===== src/design/csr_pkg.sv =====
// package of constants and carrier types for the core special register bank
package csr_pkg;
  // ---------------------------------------------------------------------
  // operand address map (register file addresses of the core)
  // ---------------------------------------------------------------------
  localparam int ADDR_W = 9;
  localparam int DATA_W = 32;
  localparam logic [ADDR_W-1:0] ADDR_LAUNCH_PARAMETER = 9'h1F0;
  localparam logic [ADDR_W-1:0] ADDR_PIN_OUTPUT_LEVELS = 9'h1F4;
  localparam logic [ADDR_W-1:0] ADDR_SECOND_PORT_OUTPUT = 9'h1F5;
  localparam logic [ADDR_W-1:0] ADDR_COUNTER_A_PHASE = 9'h1FC;
  localparam logic [ADDR_W-1:0] ADDR_COUNTER_B_PHASE = 9'h1FD;

  // ---------------------------------------------------------------------
  // reset values and field layout
  // ---------------------------------------------------------------------
  localparam logic [DATA_W-1:0] RST_WORD = 32'h0000_0000;
  localparam int LAUNCH_KEEP_LO = 2;
  localparam int LAUNCH_KEEP_HI = 15;
  localparam int LAUNCH_IN_W = 16;
  localparam logic [ADDR_W-1:0] LOAD_START_ADDR = 9'h000;
  localparam int LOAD_WORDS_DEF = 496;

  // ---------------------------------------------------------------------
  // carrier types
  // ---------------------------------------------------------------------
  typedef struct packed {
    logic [ADDR_W-1:0] src_addr;
    logic [ADDR_W-1:0] dst_addr;
    logic wr_en;
    logic [ADDR_W-1:0] wr_addr;
    logic [DATA_W-1:0] wr_data;
    logic [DATA_W-1:0] wr_mask;
  } csr_op_t;

  typedef struct packed {
    logic src_hit;
    logic [DATA_W-1:0] src_data;
    logic dst_hit;
    logic [DATA_W-1:0] dst_data;
  } csr_rd_t;

  typedef struct packed {
    logic we;
    logic [ADDR_W-1:0] addr;
    logic [DATA_W-1:0] data;
  } csr_ram_wr_t;

  typedef enum logic [0:0] {
    CSR_IDLE = 1'b0,
    CSR_LOAD = 1'b1
  } csr_load_state_t;
endpackage


===== src/design/csr_core_regs.sv =====
// special register bank of a core: pin outputs, launch parameter, phases
// ---------------------------------------------------------------------------
// module
// ---------------------------------------------------------------------------
// Contract
// - launched code is written into core RAM starting at address zero.
// - pin output register holds one driven level per pin, 32 pins.
// - output pin drives low for bit 0, high for bit 1.
// - pin output register readable/writable both operands; whole word unless masked.
// - second port output register is reserved: reads zero, writes ignored.
// - launch parameter holds the address value supplied at launch.
// - launch parameter keeps bits 2 to 15, low two bits forced zero.
// - launch parameter as source returns launch value; it is read-only.
// - launch parameter address as destination touches only its shadow.
// - phase registers are read/write, acting differently per operand slot.
// - source reads live accumulator; destination reads shadow; writes update both.
// - each accumulator adds its increment value when its counter steps, unless a write to it lands in the same cycle.
module csr_core_regs #(
  parameter int LOAD_WORDS = csr_pkg::LOAD_WORDS_DEF
) (
  input wire logic i_clock,
  input wire logic i_arst_n,
  input wire csr_pkg::csr_op_t i_op,
  output csr_pkg::csr_rd_t o_rd,
  input wire logic i_launch,
  input wire logic [csr_pkg::LAUNCH_IN_W-1:0] i_launch_param,
  input wire logic i_load_valid,
  input wire logic [csr_pkg::DATA_W-1:0] i_load_word,
  output logic o_load_ready,
  output csr_pkg::csr_ram_wr_t o_ram_wr,
  output logic o_core_run,
  input wire logic [csr_pkg::DATA_W-1:0] i_pin_dir,
  output logic [csr_pkg::DATA_W-1:0] o_pin_level,
  output logic [csr_pkg::DATA_W-1:0] o_pin_oe,
  input wire logic i_ctr_a_step,
  input wire logic [csr_pkg::DATA_W-1:0] i_counter_a_increment,
  input wire logic i_ctr_b_step,
  input wire logic [csr_pkg::DATA_W-1:0] i_counter_b_increment
);
  import csr_pkg::*;

  // ---------------------------------------------------------------------
  // parameter checks
  // ---------------------------------------------------------------------
  if (LOAD_WORDS < 1 || LOAD_WORDS > (1 << ADDR_W)) begin : g_bad_len
    $error("LOAD_WORDS must lie between 1 and the RAM size");
  end

  // ---------------------------------------------------------------------
  // state
  // ---------------------------------------------------------------------
  logic [DATA_W-1:0] pin_output_levels_q;
  logic [DATA_W-1:0] launch_parameter_q;
  logic [DATA_W-1:0] launch_shadow_q;
  logic [DATA_W-1:0] phase_q [2];
  logic [DATA_W-1:0] phase_shadow_q [2];
  logic [DATA_W-1:0] phase_d [2];
  logic [DATA_W-1:0] increment [2];
  logic step [2];
  logic [ADDR_W-1:0] phase_addr [2];
  csr_load_state_t load_state_q;
  logic [ADDR_W-1:0] load_addr_q;
  csr_ram_wr_t ram_wr_q;
  logic core_run_q;
  csr_rd_t rd_q;
  logic load_last;

  // masked merge: an ordinary instruction gives an all-ones mask, a
  // mux-type one gives only its selected bits
  function automatic logic [DATA_W-1:0] merge(
    input logic [DATA_W-1:0] old_v,
    input logic [DATA_W-1:0] new_v,
    input logic [DATA_W-1:0] mask
  );
    merge = (old_v & ~mask) | (new_v & mask);
  endfunction

  // ---------------------------------------------------------------------
  // pin output register and pin drive
  // ---------------------------------------------------------------------
  always_ff @(posedge i_clock or negedge i_arst_n) begin
    if (!i_arst_n) begin
      pin_output_levels_q <= RST_WORD;
    end else if (i_op.wr_en && i_op.wr_addr == ADDR_PIN_OUTPUT_LEVELS) begin
      pin_output_levels_q <= merge(pin_output_levels_q, i_op.wr_data,
                                   i_op.wr_mask);
    end
  end

  // level only matters where the direction makes the pin an output
  assign o_pin_level = pin_output_levels_q;
  assign o_pin_oe = i_pin_dir;

  // ---------------------------------------------------------------------
  // launch parameter and its shadow
  // ---------------------------------------------------------------------
  always_ff @(posedge i_clock or negedge i_arst_n) begin
    if (!i_arst_n) begin
      launch_parameter_q <= RST_WORD;
    end else if (i_launch) begin
      launch_parameter_q <= RST_WORD;
      launch_parameter_q[LAUNCH_KEEP_HI:LAUNCH_KEEP_LO] <=
        i_launch_param[LAUNCH_KEEP_HI:LAUNCH_KEEP_LO];
    end
  end

  // operand writes never reach the launch value, only the shadow word
  always_ff @(posedge i_clock or negedge i_arst_n) begin
    if (!i_arst_n) begin
      launch_shadow_q <= RST_WORD;
    end else if (i_op.wr_en && i_op.wr_addr == ADDR_LAUNCH_PARAMETER) begin
      launch_shadow_q <= merge(launch_shadow_q, i_op.wr_data,
                               i_op.wr_mask);
    end
  end

  // ---------------------------------------------------------------------
  // counter phase accumulators, one per counter
  // ---------------------------------------------------------------------
  assign increment[0] = i_counter_a_increment;
  assign increment[1] = i_counter_b_increment;
  assign step[0] = i_ctr_a_step;
  assign step[1] = i_ctr_b_step;
  assign phase_addr[0] = ADDR_COUNTER_A_PHASE;
  assign phase_addr[1] = ADDR_COUNTER_B_PHASE;

  for (genvar c = 0; c < 2; c++) begin : g_phase
    // a write in the same cycle as a step wins; the step is dropped
    always_comb begin
      if (i_op.wr_en && i_op.wr_addr == phase_addr[c]) begin
        phase_d[c] = merge(phase_shadow_q[c], i_op.wr_data,
                           i_op.wr_mask);
      end else if (step[c]) begin
        phase_d[c] = phase_q[c] + increment[c];
      end else begin
        phase_d[c] = phase_q[c];
      end
    end

    always_ff @(posedge i_clock or negedge i_arst_n) begin
      if (!i_arst_n) begin
        phase_q[c] <= RST_WORD;
      end else begin
        phase_q[c] <= phase_d[c];
      end
    end

    always_ff @(posedge i_clock or negedge i_arst_n) begin
      if (!i_arst_n) begin
        phase_shadow_q[c] <= RST_WORD;
      end else if (i_op.wr_en && i_op.wr_addr == phase_addr[c]) begin
        phase_shadow_q[c] <= phase_d[c];
      end
    end
  end

  // ---------------------------------------------------------------------
  // operand read path, answered one cycle after the request
  // ---------------------------------------------------------------------
  always_ff @(posedge i_clock or negedge i_arst_n) begin
    if (!i_arst_n) begin
      rd_q.src_hit <= 1'b0;
      rd_q.src_data <= RST_WORD;
    end else begin
      rd_q.src_hit <= 1'b1;
      if (i_op.src_addr == ADDR_PIN_OUTPUT_LEVELS) begin
        rd_q.src_data <= pin_output_levels_q;
      end else if (i_op.src_addr == ADDR_LAUNCH_PARAMETER) begin
        rd_q.src_data <= launch_parameter_q;
      end else if (i_op.src_addr == ADDR_SECOND_PORT_OUTPUT) begin
        rd_q.src_data <= RST_WORD;
      end else if (i_op.src_addr == ADDR_COUNTER_A_PHASE) begin
        rd_q.src_data <= phase_q[0];
      end else if (i_op.src_addr == ADDR_COUNTER_B_PHASE) begin
        rd_q.src_data <= phase_q[1];
      end else begin
        rd_q.src_hit <= 1'b0;
        rd_q.src_data <= RST_WORD;
      end
    end
  end

  always_ff @(posedge i_clock or negedge i_arst_n) begin
    if (!i_arst_n) begin
      rd_q.dst_hit <= 1'b0;
      rd_q.dst_data <= RST_WORD;
    end else begin
      rd_q.dst_hit <= 1'b1;
      if (i_op.dst_addr == ADDR_PIN_OUTPUT_LEVELS) begin
        rd_q.dst_data <= pin_output_levels_q;
      end else if (i_op.dst_addr == ADDR_LAUNCH_PARAMETER) begin
        rd_q.dst_data <= launch_shadow_q;
      end else if (i_op.dst_addr == ADDR_SECOND_PORT_OUTPUT) begin
        rd_q.dst_data <= RST_WORD;
      end else if (i_op.dst_addr == ADDR_COUNTER_A_PHASE) begin
        rd_q.dst_data <= phase_shadow_q[0];
      end else if (i_op.dst_addr == ADDR_COUNTER_B_PHASE) begin
        rd_q.dst_data <= phase_shadow_q[1];
      end else begin
        rd_q.dst_hit <= 1'b0;
        rd_q.dst_data <= RST_WORD;
      end
    end
  end

  assign o_rd = rd_q;

  // ---------------------------------------------------------------------
  // launch loader: code always lands from RAM address zero upward
  // ---------------------------------------------------------------------
  assign load_last = (load_addr_q == ADDR_W'(LOAD_WORDS - 1));
  assign o_load_ready = (load_state_q == CSR_LOAD);

  always_ff @(posedge i_clock or negedge i_arst_n) begin
    if (!i_arst_n) begin
      load_state_q <= CSR_IDLE;
      load_addr_q <= LOAD_START_ADDR;
    end else if (i_launch) begin
      // a relaunch mid-load restarts the image from the bottom
      load_state_q <= CSR_LOAD;
      load_addr_q <= LOAD_START_ADDR;
    end else begin
      case (load_state_q)
        CSR_IDLE: begin
          load_addr_q <= LOAD_START_ADDR;
        end
        CSR_LOAD: begin
          if (i_load_valid) begin
            if (load_last) begin
              load_state_q <= CSR_IDLE;
              load_addr_q <= LOAD_START_ADDR;
            end else begin
              load_addr_q <= load_addr_q + ADDR_W'(1);
            end
          end
        end
        default: begin
          load_state_q <= CSR_IDLE;
        end
      endcase
    end
  end

  always_ff @(posedge i_clock or negedge i_arst_n) begin
    if (!i_arst_n) begin
      ram_wr_q.we <= 1'b0;
      ram_wr_q.addr <= LOAD_START_ADDR;
      ram_wr_q.data <= RST_WORD;
    end else begin
      ram_wr_q.we <= (load_state_q == CSR_LOAD) && i_load_valid && !i_launch;
      ram_wr_q.addr <= load_addr_q;
      ram_wr_q.data <= i_load_word;
    end
  end

  assign o_ram_wr = ram_wr_q;

  // core is held stopped from launch until its last word is accepted, on the same edge that issues that word's ram write
  always_ff @(posedge i_clock or negedge i_arst_n) begin
    if (!i_arst_n) begin
      core_run_q <= 1'b0;
    end else if (i_launch) begin
      core_run_q <= 1'b0;
    end else if (load_state_q == CSR_LOAD && i_load_valid && load_last) begin
      core_run_q <= 1'b1;
    end
  end

  assign o_core_run = core_run_q;
endmodule // csr_core_regs


===== config.mk =====
export PLATFORM = sky130hd
export DESIGN_NAME = csr_core_regs
export DESIGN_NICKNAME = d
export VERILOG_FILES = /design/src/design/csr_pkg.sv /design/src/design/csr_core_regs.sv
export SDC_FILE = /design/constraint.sdc
export NUM_CORES = 1
export LEC_CHECK = 0
export ABC_CLOCK_PERIOD_IN_PS = 3200
export CAP_MARGIN = 25
export CORE_ASPECT_RATIO = 1.75
export CORE_MARGIN = 3
export CORE_UTILIZATION = 38
export CTS_BUF_LIST = sky130_fd_sc_hd__clkbuf_2
export CTS_CLUSTER_SIZE = 12
export DETAILED_ROUTE_END_ITERATION = 7
export DONT_BUFFER_PORTS = 1
export GPL_ROUTABILITY_DRIVEN = 0
export PLACE_DENSITY = 0.53
export SETUP_SLACK_MARGIN = 0.2
export SYNTH_ARGS = -nofsm -noshare
export SYNTH_HDL_FRONTEND = slang
export SYNTH_SLANG_ARGS = --single-unit
export TNS_END_PERCENT = 10

===== constraint.sdc =====
create_clock -name i_clock -period 3.2 [get_ports i_clock]
set_clock_uncertainty 0.2 [all_clocks]
set_input_delay 0.16 -clock i_clock [delete_from_list [all_inputs] [get_ports i_clock]]
set_output_delay 0.16 -clock i_clock [all_outputs]
set_load 0.05 [all_outputs]

==> reports/metrics.csv, run 1 <==
metric,value,unit
cts.sinks,325,
post_cts_buffers,7,
yosysWarnings,0,
ctsResizeCount,13,
synth.distinct_cells,77,
initial_core_util,0.3840,
max-clock-path-buffers,3,
stop_stage,clock tree synthesis,
die_h,291.4,um
tool.error,[ERROR RSZ-0060] Max buffer count reached.,
dp_cells,2221,
syn_inst,1717,
rows,104,
place_worst_setup_slack,-94.80,ps
seq_area_frac_synth,0.4597,
async_flop_share,1.000,
synth_top_cell_area_share,0.4597,
syn-mean-instance-area,10.30,sq um
ys_top_cells_by_area,"dfrtp_1 (46%), mux2_2 (8.1%), mux2i_1 (5.4%)",
syn-num-nets,2024,
dp_hpwl,44.38,mm
outcome,stopped before the end,
htreeDepth,3,
ys_ff_latch,325,
die_w,169.1,um
syn-cell-area,17690,sq um
cts_hold_buf,475,
clockRootBuffer,clkbuf_2,
ys.flop_type,dfrtp_1,
num_io_pins,416,
synth_area_leader_cell,dfrtp_1,
cts_buffers,81,
synth-edff-count,0,
port_buffers,0,
[kinds of logic after synthesis]
logic type,after synthesis,share of synthesized area
multiplexers,237,0.1441
flip-flops,325,0.4597
AO/OA/AOI/OAI,392,0.1533
AND/OR/NAND/NOR,505,0.1320
adder cells (fa/ha/maj),65,0.04682
XOR/XNOR,57,0.02822
buffers and inverters,136,0.03572
[metrics by stage]
| stage | util | instance area [sq um] |
|---|---|---|
| 2_1_floorplan | - | 17710 |
| 3_3_place_gp | 0.3960 | 18240 |
| 3_5_place_dp | 0.3960 | 18240 |
[synth_stat cells (5+ instances only)]
cell      count
dfrtp_1     325
nand2_1     244
mux2_2      127
a21oi_1      96
mux2i_1      95
nor2_1       90
clkbuf_1     76
ha_1         63
o21ai_0      56
a211oi_1     52
nor2b_1      52
a21o_1       36
buf_4        32
nand2b_1     32
xnor2_1      32
a31oi_1      31
a221o_1      27
xor2_1       25
nand3_1      22
and3_1       15
buf_1        15
mux2_1       15
o21ai_1      13
inv_1        12
nor3_1       11
o211ai_1     10
nand4_1       7
o21bai_1      7
a22oi_1       6
o21a_1        6
o22ai_1       6
o221ai_1      5
==> run 2, diff against run 1 <==
==> config.mk (replaced) <==
export PLATFORM = sky130hd
export DESIGN_NAME = csr_core_regs
export DESIGN_NICKNAME = d
export VERILOG_FILES = /design/src/design/csr_pkg.sv /design/src/design/csr_core_regs.sv
export SDC_FILE = /design/constraint.sdc
export NUM_CORES = 1
export LEC_CHECK = 0
export ABC_CLOCK_PERIOD_IN_PS = 4150
export CAP_MARGIN = 25
export CORE_MARGIN = 3
export CORE_UTILIZATION = 23
export DETAILED_ROUTE_END_ITERATION = 7
export DONT_BUFFER_PORTS = 1
export GPL_ROUTABILITY_DRIVEN = 0
export PLACE_DENSITY_LB_ADDON = 0.15
export SYNTH_ARGS = -nofsm -noshare
export SYNTH_HDL_FRONTEND = slang
export SYNTH_SLANG_ARGS = --single-unit
export TNS_END_PERCENT = 10
==> constraint.sdc (replaced) <==
create_clock -name i_clock -period 4.15 [get_ports i_clock]
set_clock_uncertainty 0.2 [all_clocks]
set_input_delay 0.2075 -clock i_clock [delete_from_list [all_inputs] [get_ports i_clock]]
set_output_delay 0.2075 -clock i_clock [all_outputs]
set_load 0.05 [all_outputs]
==> run 2 against run 1 <==
  * The flow now finishes, with violations (negative hold slack)
  * Synthesized cell count stayed put
  * Area after synthesis stayed put
==> reports/metrics.csv, run 2 <==
metric,value,unit,change
port_buffers,0,,unchanged
synth.distinct_cells,77,,unchanged
max-cap-violations,0,,
start_kind,register,,
syn_inst,1717,,unchanged
num_vias,14180,,
clkLatencyLatePin,570,ps,
outcome,"finished, violations left",,
antenna_found_initial,13,,
yosysMostFrequentCell,dfrtp_1,,
power_switching_share,0.3561,,
syn-cell-area,17690,sq um,unchanged
viasPerCell,4.794,,
grt_max_degree,326,,
grt_pass1_vias,14700,,
p_int,0.007765,W,
max-clock-path-buffers,3,,unchanged
layout-drive-gt1-share,0.1277,,
p_leak,9.983,nW,
cts.sinks,325,,unchanged
cp.arrival,4130,ps,
hold_viol_final,325,,
synth_top_cell_area_share,0.4597,,unchanged
synth_common_cells,"dfrtp_1 (325), nand2_1 (244), mux2_2 (127)",,
slew_headroom,0.4130,,
post-route-period-util,0.9285,,
die_h,283.3,um,-2.8%
tns,0,ps,
worstSetupPathType,register to register,,
die_w,283.3,um,+68%
synth_area_leader_cell,dfrtp_1,,
hold_path.class,input port to async pin,,
pwr-share-comb,0.348,,
drv_slew,0,,
syn-num-nets,2024,,unchanged
seqPwrFrac,0.332,,
layout_commonest_cell,dfrtp_1,,
ys.flop_type,dfrtp_1,,
wl,71.12,mm,
worst_hold_slack,-818.8,ps,
endpoint_kind,register,,
num_io_pins,416,,unchanged
cts_buffers,44,,-46%
rows,101,,-2.9%
layout_common_cells,"dfrtp_1 (325), nand2_1 (244), dlygate4sd3_1 (228), mux2_2 (127), a21oi_1 (96)",,
die_area,80280,sq um,
initial_core_util,0.2325,,-0.1515
drt-initial-drc-count,901,,
syn-mean-instance-area,10.30,sq um,unchanged
synth-edff-count,0,,unchanged
irDropWorstVdd,0.0002978,V,
grt_util_all_layers,0.1732,,
worst_pin_slew,877.6,ps,
ys_top_cells_by_area,"dfrtp_1 (46%), mux2_2 (8.1%), mux2i_1 (5.4%)",,
clockRootBuffer,clkbuf_16,,
postRouteAntennaNets,0,,
p_per_area,537.4,nW/um^2,
syn_to_final_growth,26.85,%,
coreArea,76080,sq um,
cts_tree,built,,
drcViolationCount,0,,
setup_viol,0,,
grt_pass1_wl,103.8,mm,
grt_remaining_overflow,0,,
p_clk_frac,0.320,,
htreeDepth,2,,-1
async_flop_share,1.000,,unchanged
yosysWarnings,0,,unchanged
violations,negative hold slack,,
dr.pass1.iters,6,,
fin_crit,3853,ps,
seq_area_frac_synth,0.4597,,unchanged
finish.net_count,2193,,
max_freq,259.5,MHz,
grt_setup_unrepaired,false,,
critical_path.max_fanout,4,,
ys_ff_latch,325,,unchanged
final_area,22440,sq um,
wl_per_cell,24.03,um,
path_clk_slew,60,ps,
required,4420,ps,
place_area,18570,sq um,+1.8%
dp_hpwl,49.33,mm,+11%
cts_hold_buf,232,,-51%
switching_power,0.004295,W,
## run 2: cell counts after synthesis
No cell type changed its count.
## run 2: final timing paths
kind,from,to,slack (ps),cells past startpoint
min reg2reg,load_addr_q[2]$_DFFE_PN0P_,o_ram_wr[34]$_DFF_PN0_,260,0
min in group i_clock,i_op[66],phase_q[22]$_DFF_PN0_,20,2
min,i_arst_n,o_rd[60]$_DFF_PN0_,-820,0
max,phase_q[32]$_DFF_PN0_,phase_q[60]$_DFF_PN0_,300,13
max in group asynchronous,i_arst_n,o_rd[5]$_DFF_PN0_,3990,0
max reg2reg,phase_q[32]$_DFF_PN0_,phase_q[60]$_DFF_PN0_,300,13
## run 2: layer usage
metal / wire, um / global-route usage / share of wire / vias to the layer above
met5: 9 / 0 / 0.00013 / -
met4: 1749 / 0.04860 / 0.025 / 2
met3: 3736 / 0.03572 / 0.053 / 97
met2: 33390 / 0.2807 / 0.47 / 334
met1: 32230 / 0.2338 / 0.45 / 7228
li1: - / - / - / 6523
## run 2: what timing repair did
item,in CTS,in global routing
resized for setup,0,1
setup endpoints to repair,0,1
endpoints found under the hold margin,639,325
buffers inserted,0,0
## run 2: logic make-up (layout without fill, tap and decap cells)
logic type | after synthesis | after routing | share of synthesized area
and+or+nand+nor | 505 | 505 | 0.1320
AOI/OAI and AO/OA | 392 | 392 | 0.1533
DFF | 325 | 325 | 0.4597
muxes | 237 | 237 | 0.1441
buffers and inverters | 136 | 337 | 0.03572
adders and majority gates | 65 | 65 | 0.04682
xor gates and xnor gates | 57 | 57 | 0.02822
other | 0 | 11 | 0
## run 2: per-stage QoR
step / total power [W] / hold WS, ps / util / instances / setup WS (ps)
final: 0.01206 / -818.8 / 0.2950 / 2959 / 296.6
after global routing: 0.01282 / -859.1 / 0.2948 / 2953 / 85.70
after CTS: 0.01218 / -874.7 / 0.2945 / 2948 / 178.5
after detailed placement: 0.007886 / -256.6 / 0.2441 / 2638 / 512.3
after global placement: 0.007890 / -258.5 / 0.2441 / 2638 / 577.8
after floorplan: 0.007030 / -288.1 / - / 1717 / 1058
## run 2: power groups by stage
stage                     registers [W]  logic (W)  clock network (W)
after global routing            0.00405    0.00464            0.00412
after CTS                       0.00400    0.00419            0.00399
after detailed placement        0.00406    0.00383                  0
after global placement          0.00406    0.00383                  0
final                           0.00400    0.00419            0.00386
after floorplan                 0.00388    0.00315                  0
## run 2: critical path, stage by stage (launching register included)
cell           delay, ps
dfrtp_1              390
ha_1                 240
fa_1                 420
a21o_1               220
a31oi_1              270
a22oi_2              160
a31oi_4              260
o31ai_2              160
a311o_1              340
a21o_1               210
xor2_1               120
dlygate4sd3_1        550
nand2_1               50
a22oi_1              160
## run 2: layout make-up
cell class	count	area, sq um
clock buffers	61	1237
inverters	12	45.04
flip-flops and latches	325	8133
well taps	1030	1289
multi-input cells	1256	8962
repair buffers	247	2535
clock inverters	17	212.7
diodes	11	27.53
fillers	7956	53630
No activity file was read; power rests on OpenSTA's default activity.
